<file path="src/hdl/divider_pkg.sv">
/*
 * Constants and carrier types for the synthesizer dual-modulus divider.
 * Assumes one 25 MHz system clock that samples every input pin.
 */
// How it works
// - Divide oscillator by N, 25 kHz when locked.
// - Prescaler divides by four, five on swallow.
// - At most three divide-by-five cycles per period.
// - Transmit low-speed count spans 200 through 299.
// - Receive count shifted up for 23.0-32.9 MHz.
// - One output pulse per low-speed division cycle.
// - Reference square wave divided by exactly 100.
// - Lock indicator high unless the last reference period held one pulse.
package divider_pkg;

    // ------------------------------------------------------------------
    // Timing and ratio constants
    // ------------------------------------------------------------------
    localparam int          CLOCK_KHZ      = 25000;
    localparam int          COMPARE_KHZ    = 25;
    localparam int          REF_KHZ        = 2500;
    localparam logic [6:0]  REF_DIVISOR    = 7'(REF_KHZ / COMPARE_KHZ);
    localparam logic [2:0]  PRESCALE_BASE  = 3'h4;
    localparam logic [2:0]  PRESCALE_SWAL  = 3'h5;
    localparam logic [1:0]  SWALLOW_MAX    = 2'h3;
    localparam logic [8:0]  TX_LOW_MIN     = 9'h0c8;
    localparam logic [8:0]  TX_LOW_MAX     = 9'h12b;
    localparam logic [8:0]  RX_LOW_MIN     = 9'h0e6;
    localparam logic [6:0]  CHAN_MAX       = 7'h63;

    // ------------------------------------------------------------------
    // Reset values
    // ------------------------------------------------------------------
    localparam logic [8:0]  LOW_CNT_RESET  = 9'h001;
    localparam logic [2:0]  PRE_CNT_RESET  = 3'h0;

    // ------------------------------------------------------------------
    // Carrier types
    // ------------------------------------------------------------------
    typedef struct packed {
        logic       rx_mode;
        logic [6:0] chan;
        logic [1:0] step;
    } freq_sel_t;

    typedef struct packed {
        logic [1:0] ref_sync;
        logic       ref_prev;
        logic [6:0] ref_cnt;
        logic       ref_pulse;
    } ref_state_t;

    typedef struct packed {
        logic [1:0] osc_sync;
        logic       osc_prev;
        freq_sel_t  sel_s1;
        freq_sel_t  sel_s2;
        logic [2:0] pre_cnt;
        logic [1:0] swal_left;
        logic [8:0] low_cnt;
        logic       div_pulse;
        logic [1:0] win_cnt;
        logic       unlock;
    } div_state_t;

endpackage

</file>
<file path="src/hdl/synth_dual_modulus_divider.sv">
/*
 * Pulse-swallowing programmable divider with reference path and lock flag.
 * Assumes the oscillator and reference inputs toggle slower than half the
 * 25 MHz sampling clock; selection switches are asynchronous levels.
 */
`timescale 1ns/1ps
`default_nettype none
module synth_dual_modulus_divider (
    input  wire logic                  clock,
    input  wire logic                  reset,
    input  wire logic                  osc_in,
    input  wire logic                  ref_in,
    input  wire divider_pkg::freq_sel_t freq_sel,
    output logic                       div_pulse,
    output logic                       ref_pulse,
    output logic                       unlock
);
    import divider_pkg::*;

    div_state_t st_r;
    div_state_t st_nxt;
    logic       osc_edge;
    logic       pre_wrap;
    logic       low_term;
    logic [6:0] chan_clamped;
    logic [8:0] low_load;
    logic       ref_tick;

    // ------------------------------------------------------------------
    // Reference path
    // ------------------------------------------------------------------
    ref_divider i_ref_divider (
        .clock     (clock),
        .reset     (reset),
        .ref_in    (ref_in),
        .ref_pulse (ref_tick)
    );

    assign ref_pulse = ref_tick;
    assign div_pulse = st_r.div_pulse;
    assign unlock    = st_r.unlock;

    // ------------------------------------------------------------------
    // Ratio decode
    // ------------------------------------------------------------------
    // Out-of-range channel codes clamp so the count never leaves the band.
    assign chan_clamped = (st_r.sel_s2.chan > CHAN_MAX) ? CHAN_MAX
                                                        : st_r.sel_s2.chan;

    assign low_load = (st_r.sel_s2.rx_mode ? RX_LOW_MIN : TX_LOW_MIN)
                    + {2'b00, chan_clamped};

    assign osc_edge = st_r.osc_sync[1] & ~st_r.osc_prev;

    assign pre_wrap = osc_edge
                    && (st_r.pre_cnt == ((st_r.swal_left != 2'h0)
                        ? PRESCALE_SWAL - 3'h1 : PRESCALE_BASE - 3'h1));

    assign low_term = pre_wrap && (st_r.low_cnt <= 9'h001);

    // ------------------------------------------------------------------
    // Next state
    // ------------------------------------------------------------------
    always_comb begin
        st_nxt           = st_r;
        st_nxt.osc_sync  = {st_r.osc_sync[0], osc_in};
        st_nxt.osc_prev  = st_r.osc_sync[1];
        st_nxt.sel_s1    = freq_sel;
        st_nxt.sel_s2    = st_r.sel_s1;
        st_nxt.div_pulse = 1'b0;

        if (osc_edge) begin
            st_nxt.pre_cnt = st_r.pre_cnt + 3'h1;
        end
        if (pre_wrap) begin
            st_nxt.pre_cnt = PRE_CNT_RESET;
            if (st_r.swal_left != 2'h0) begin
                st_nxt.swal_left = st_r.swal_left - 2'h1;
            end
            st_nxt.low_cnt = st_r.low_cnt - 9'h001;
        end
        // Period ends; reload count and swallows.
        if (low_term) begin
            st_nxt.low_cnt   = low_load;
            st_nxt.swal_left = st_r.sel_s2.step;
            st_nxt.div_pulse = 1'b1;
        end

        // One divided pulse per reference period means a match.
        // A divided pulse that meets the reference tick opens the window.
        if (ref_tick) begin
            st_nxt.unlock  = (st_r.win_cnt != 2'h1);
            st_nxt.win_cnt = {1'b0, st_r.div_pulse};
        end else if (st_r.div_pulse && st_r.win_cnt != 2'h3) begin
            st_nxt.win_cnt = st_r.win_cnt + 2'h1;
        end
    end

    always_ff @(posedge clock) begin
        if (reset) begin
            // Low count starts at one so the first prescaler cycle ends a
            // period and loads the selected count.
            st_r         <= '0;
            st_r.low_cnt <= LOW_CNT_RESET;
            st_r.unlock  <= 1'b1;
        end else begin
            st_r <= st_nxt;
        end
    end
endmodule // synth_dual_modulus_divider
`default_nettype wire

</file>
<file path="src/hdl/ref_divider.sv">
/*
 * Reference path: divides the 2.5 MHz square wave to the comparison rate.
 * Assumes ref_in is asynchronous and slower than half the system clock.
 */
`timescale 1ns/1ps
`default_nettype none
module ref_divider (
    input  wire logic clock,
    input  wire logic reset,
    input  wire logic ref_in,
    output logic      ref_pulse
);
    import divider_pkg::*;

    ref_state_t st_r;
    ref_state_t st_nxt;
    logic       ref_edge;

    assign ref_edge  = st_r.ref_sync[1] & ~st_r.ref_prev;
    assign ref_pulse = st_r.ref_pulse;

    always_comb begin
        st_nxt           = st_r;
        st_nxt.ref_sync  = {st_r.ref_sync[0], ref_in};
        st_nxt.ref_prev  = st_r.ref_sync[1];
        st_nxt.ref_pulse = 1'b0;
        if (ref_edge) begin
            if (st_r.ref_cnt == REF_DIVISOR - 7'h01) begin
                st_nxt.ref_cnt   = 7'h00;
                st_nxt.ref_pulse = 1'b1;
            end else begin
                st_nxt.ref_cnt = st_r.ref_cnt + 7'h01;
            end
        end
    end

    always_ff @(posedge clock) begin
        if (reset) begin
            st_r <= '0;
        end else begin
            st_r <= st_nxt;
        end
    end
endmodule // ref_divider
`default_nettype wire

</file>
<file path="config.mk">
export PLATFORM = sky130hd
export DESIGN_NAME = synth_dual_modulus_divider
export DESIGN_NICKNAME = d
export VERILOG_FILES = /design/src/hdl/divider_pkg.sv /design/src/hdl/synth_dual_modulus_divider.sv /design/src/hdl/ref_divider.sv
export SDC_FILE = /design/constraint.sdc
export NUM_CORES = 1
export LEC_CHECK = 0
export BUFFER_PORTS_ARGS = -buffer_cell sky130_fd_sc_hd__buf_4
export CAP_MARGIN = 20
export CORE_MARGIN = 5
export CORE_UTILIZATION = 25
export CTS_BUF_LIST = sky130_fd_sc_hd__clkbuf_8
export CTS_CLUSTER_SIZE = 12
export DETAILED_ROUTE_END_ITERATION = 16
export GPL_TIMING_DRIVEN = 0
export HOLD_SLACK_MARGIN = 0.08
export PLACE_DENSITY_LB_ADDON = 0.2
export SYNTH_ARGS = -nofsm -noshare
export SYNTH_HDL_FRONTEND = slang
export SYNTH_SLANG_ARGS = --single-unit
</file>
<file path="constraint.sdc">
create_clock -name clock -period 2.6 [get_ports clock]
set_clock_uncertainty 0.1 [all_clocks]
set_input_delay 0.52 -clock clock [delete_from_list [all_inputs] [get_ports clock]]
set_output_delay 0.52 -clock clock [all_outputs]
set_load 0.02 [all_outputs]
</file>
Word level (Yosys, flattened, before mapping). Cells that the tools add are included.

Register bits after elaboration: 52. Logic and storage cells: 57. Input bits: 14. Output and inout bits: 3.

Eq/ne operators: 4. Reductions and logical operators: 11. Bitwise operators: 5. Add/sub/neg operators: 6. Order comparisons: 2. Muxes and demuxes: 10.

Operators by type and width (count): 2-to-1 mux 7 bit (2); 2-to-1 mux 12 bit (1); 2-to-1 mux 11 bit (1); adder 8 x 7 -> 9 bit (1); less-or-equal comparator 9 x 1 -> 1 bit, second input constant (1); subtractor 9 x 1 -> 9 bit, second input constant (1); nonzero test 2 bit (4); adder 7 x 1 -> 7 bit, second input constant (1); equality test 7 bit, second input constant (1); > comparator 7 bit, second input constant (1); 2-to-1 mux 6 bit (1); OR reduction 2 bit (3); adder 3 x 1 -> 3 bit, second input constant (1); equality test 3 bit (1); logical AND 1 bit (3); 2-to-1 mux 1 bit (3); 2-to-1 mux 3 bit (1); inverter 1 bit (3); adder 2 x 1 -> 2 bit, second input constant (1); bitwise AND 1 bit (2); 2-to-1 mux 2 bit (1); inequality test 2 x 1 -> 1 bit, second input constant (1); inequality test 2 bit, second input constant (1); AND reduction 2 bit (1); subtractor 2 x 1 -> 2 bit, second input constant (1).

Logic depth before layout (Yosys ltp).
Depth after elaboration: 7. Depth in mapped cells: 11. Depth with buffers taken out: 11.

Modules after synthesis. From an unflattened synthesis, not the netlist that was laid out.

Cells, all modules: 252. Area, all modules: 2327.2 µm².

Modules (own cells, without submodules): synth_dual_modulus_divider (times used 1, cells an instance 202, sequential area each 820.8 µm², area each 1863.0 µm²); ref_divider (times used 1, cells an instance 50, sequential area each 220.2 µm², area each 464.2 µm²).

Worst setup path after synthesis. OpenSTA, ideal clock, no wires.

Path kind: flip-flop to flip-flop. Start: register st_r[26] in the netlist's numbering. End: register st_r[11] in the netlist's numbering. Buffers on the path: 0. Library setup time: 0.117 ns. Stages on the path, launching flop included: 12. Arrival time: 1.862 ns. Path slack: 0.521 ns. Data required time: 2.383 ns. Period minus slack after synthesis: 2.079 ns. Cell sequence: dfxtp_1 -> nand2_1 -> nor2_1 -> or2_2 -> ha_1 -> inv_1 -> fa_1 -> nor2b_1 -> o21ai_0 -> o21ai_0 -> mux2i_1 -> a32o_1.

Word-level cells in the longest chain between the ends: 4.

RTL lines: start: declaration (line synth_dual_modulus_divider.sv:20) `div_state_t st_r;`; start signal: assignment (line synth_dual_modulus_divider.sv:107) `st_r <= st_nxt;`; > comparator 7 bit (line synth_dual_modulus_divider.sv:47) `assign chan_clamped = (st_r.sel_s2.chan > CHAN_MAX) ? CHAN_MAX`; 2-to-1 mux 7 bit * (line synth_dual_modulus_divider.sv:47); adder 8 x 7 -> 9 bit * (line synth_dual_modulus_divider.sv:51) `+ {2'b00, chan_clamped};`; 2-to-1 mux 12 bit * (line synth_dual_modulus_divider.sv:83) `if (low_term) begin`.

Every way passes the cells marked *; elsewhere a longest branch is shown, timed or not. A chain may end at the register's enable or synchronous reset.

Final worst setup path.
Start: register st_r[24] in the netlist's numbering. End: register st_r[9] in the netlist's numbering.

Same word-level chain as after synthesis.

==> parameters.txt <==
Parameter                              Value

Outcome
  Status    finished, final reports clean

Synth
  Synth async-reset ratio    0%
  Number of distinct library cells after synthesis    46
  Cells after Synth    241
  Net count after synthesis    267
  Most instantiated cells after synthesis    52 x dfxtp_1, 30 x nor2b_1, 21 x nand2_1
  Share of Yosys cell area claimed by the top area cell type    45.5%
  Part of the Yosys area used for sequential elements    45.5%
  Yosys top cell by area    dfxtp_1
  Yosys warning total    0
  Average size of a mapped cell    9.50 µm²
  Top_reg_cell synth    dfxtp_1
  Number of synthesized register bits    52
  Total standard cell area after synthesis    2290 µm²
  Cell with the most instances after synthesis    dfxtp_1
  Post-synth EDFFs    0
  Cell types occupying the most area after synthesis    dfxtp_1 45%, nor2b_1 8.2%, ha_1 6.0%, nand2_1 3.4%, nor2_1 2.8%

Power and ir drop
  Leakage component of the power    0.979 nW
  IR drop worst, VDD    178 µV
  Total power after layout    1.39 mW
  Power per unit of standard cell area    526 nW/µm²

STA
  Unrepaired setup endpoints after global routing    false
  Crit path time final    2.31 ns
  Crit share post-route    89.0%
  Finish-stage setup viols    0
  Post-route setup slack    0.287 ns
  Final hold vios    0
  Fin Setup TNS    0 ns
  Worst-case headroom to the max-slew limit    61.9%
  Final count of pins violating max slew    0
  Slew at the pin closest to its max-slew limit    0.571 ns
  Maximum clock rate    432 MHz

Global routing
  Aggregate global-route resource usage    8.03%
  Global-route wire length before repair    7300 µm
  Total congestion overflow after global routing    0
  Number of antenna violations at the first check in global routing    0
  Pin count of the biggest net entering global routing    19
  Number of global-route vias before repair    1571

Clock tree
  Clock sink count    52
  Clock tree from TritonCTS    yes
  Count of cells resized by post-cts repair    0
  Clk Latency, worst-skew pair    0.30 ns
  Clock-pin transition on the worst setup and hold timing paths    0.10 ns
  Number of CTS-inserted buffers    5
  Root Driver    clkbuf_8
  Post-CTS Hold Buffers    0
  Clock Tree Buf Depth    2
  Max H-tree Level    2
  Number of setup buffers added after CTS    0

Routing
  Post-route DRC    0
  Vias    1631
  Via density per instance    4.35
  Total wire length after detailed routing    4190 µm
  Uppermost metal layer occupied by signal nets    met4
  Met2 layer wire length in the routed design    1880 µm
  WL met3    163 µm
  Remaining antenna violation count after routing    0
  Drt initial violations    71
  Average wire per standard cell    11.2 µm
  Met1 layer wirelength in the final routing    2110 µm
  DRT Pass-1 Iters    4

Hold path
  Worst Hold Class    in2reg

Worst setup path
  Ordered list of cells on the worst path    nor3_1 > nor2_2 > or2_2 > ha_1 > inv_1 > fa_1 > nor2b_1 > o21ai_0 > xnor2_1 > o211ai_1 > a21oi_1
  Endpoint arrival time on the critical path    2.39 ns
  Slowest cell delay on critical path    0.36 ns
  Maximum fanout count along the critical path    4
  Number of buffer and inverter instances along the worst setup path    1
  Crit path required time    2.68 ns
  Family with the most delay on the worst path    simple AND/OR/NAND/NOR gates
  Crit path max-delay cell type    dfxtp_1
  Path type of the worst setup path    reg2reg
  Worst setup EP type    flip-flop
  Kind of launch point of the worst setup path    flip-flop

Cells and area
  Fraction of final layout cells with drive strength greater than 1    13.6%
  Layout area overhead    15.4%
  Ant diodes    0
  Final-stage net count    289

Placement
  Gpl congestion    0.774
  Worst-case setup slack after placement    0.125 ns
  Final HPWL from detailed placement    3030 µm
  Quantity of I/O buffers inserted on ports    15

Die
  Number of cell rows    35
  Core footprint    9060 µm²
  Die area    11200 µm²
  Die outline width    106 µm
  Ports    17
  Die height    106 µm
  Initial standard-cell utilization of the core    25.2%

Run
  Max cap viols    0
registers in the layout, summed over array words and instances, names as in the netlist:
signal and cells:
div_pulse 1, st_nxt 12, st_r 27, i_ref_divider.ref_pulse 1, i_ref_divider.st_r 8, i_ref_divider.st_nxt 2, unlock 1
cells in the final DEF, fill, tap and decap left out, types with 5 or more instances in the layout:
master	n
xor2_1	6
clkbuf_1	7
inv_1	13
buf_4	15
nor3_1	5
clkbuf_8	5
mux2i_1	6
nor2b_1	30
nand2_1	21
a21oi_1	8
dfxtp_1	51
nor2_1	16
ha_1	11
o21ai_0	10
final timing paths:
| check | startpoint | end | slack, ns | cells after the start |
|---|---|---|---|---|
| max | st_r[24] | st_r[9] | 0.29 | 11 |
| min | freq_sel[3] | st_nxt[21] | 0.31 | 2 |
| max reg2reg | st_r[24] | st_r[9] | 0.29 | 11 |
| min reg2reg | st_nxt[26] | st_r[26] | 0.34 | 1 |
per-stage QoR:
step / std cells / area, µm² / utilization, % / hold WS, ns
6_report: 375 / 2640 / 29.1 / 0.314
2_1_floorplan: 241 / 2290 / - / 0.314
5_1_grt: 375 / 2640 / 29.1 / 0.299
4_1_cts: 375 / 2640 / 29.1 / 0.302
3_3_place_gp: 367 / 2540 / 28.0 / 0.318
3_5_place_dp: 367 / 2540 / 28.0 / 0.321
power breakdown:
| group | switching (mW) | internal, mW | total [mW] |
|---|---|---|---|
| combinational | 0.0373 | 0.0371 | 0.0745 |
| clock | 0.290 | 0.198 | 0.488 |
| sequential | 0.00910 | 0.817 | 0.826 |
| total | 0.336 | 1.05 | 1.39 |
layer usage:
| metal | track usage [%] | vias up |
|---|---|---|
| met4 | 3.05 | 0 |
| met1 | 10.2 | 743 |
| met3 | 1.78 | 2 |
| met2 | 13.3 | 22 |
| li1 | - | 864 |
| met5 | 0 | - |
logic make-up (layout without fill, tap and decap cells):
logic type / count (synthesis) / after routing / share of synthesized area [%]
AOI/OAI and AO/OA: 41 / 41 / 12.2
xor gates and xnor gates: 10 / 10 / 3.83
adders and majority gates: 12 / 12 / 6.89
buffers and inverters: 23 / 46 / 4.16
DFF: 52 / 52 / 45.5
muxes: 6 / 6 / 2.62
and+or+nand+nor: 97 / 97 / 24.8
final cells by class:
| class | count | area [µm²] |
|---|---|---|
| repair buffers | 15 | 113 |
| well taps | 111 | 139 |
| clock buffers | 5 | 68.8 |
| multi-input cells | 166 | 1150 |
| flip-flops and latches | 52 | 1040 |
| inverters | 13 | 48.8 |
| clock inverters | 3 | 27.5 |
| plain buffers | 10 | 46.3 |
| fillers | 940 | 6420 |
Power figures use the tool's default switching activity.
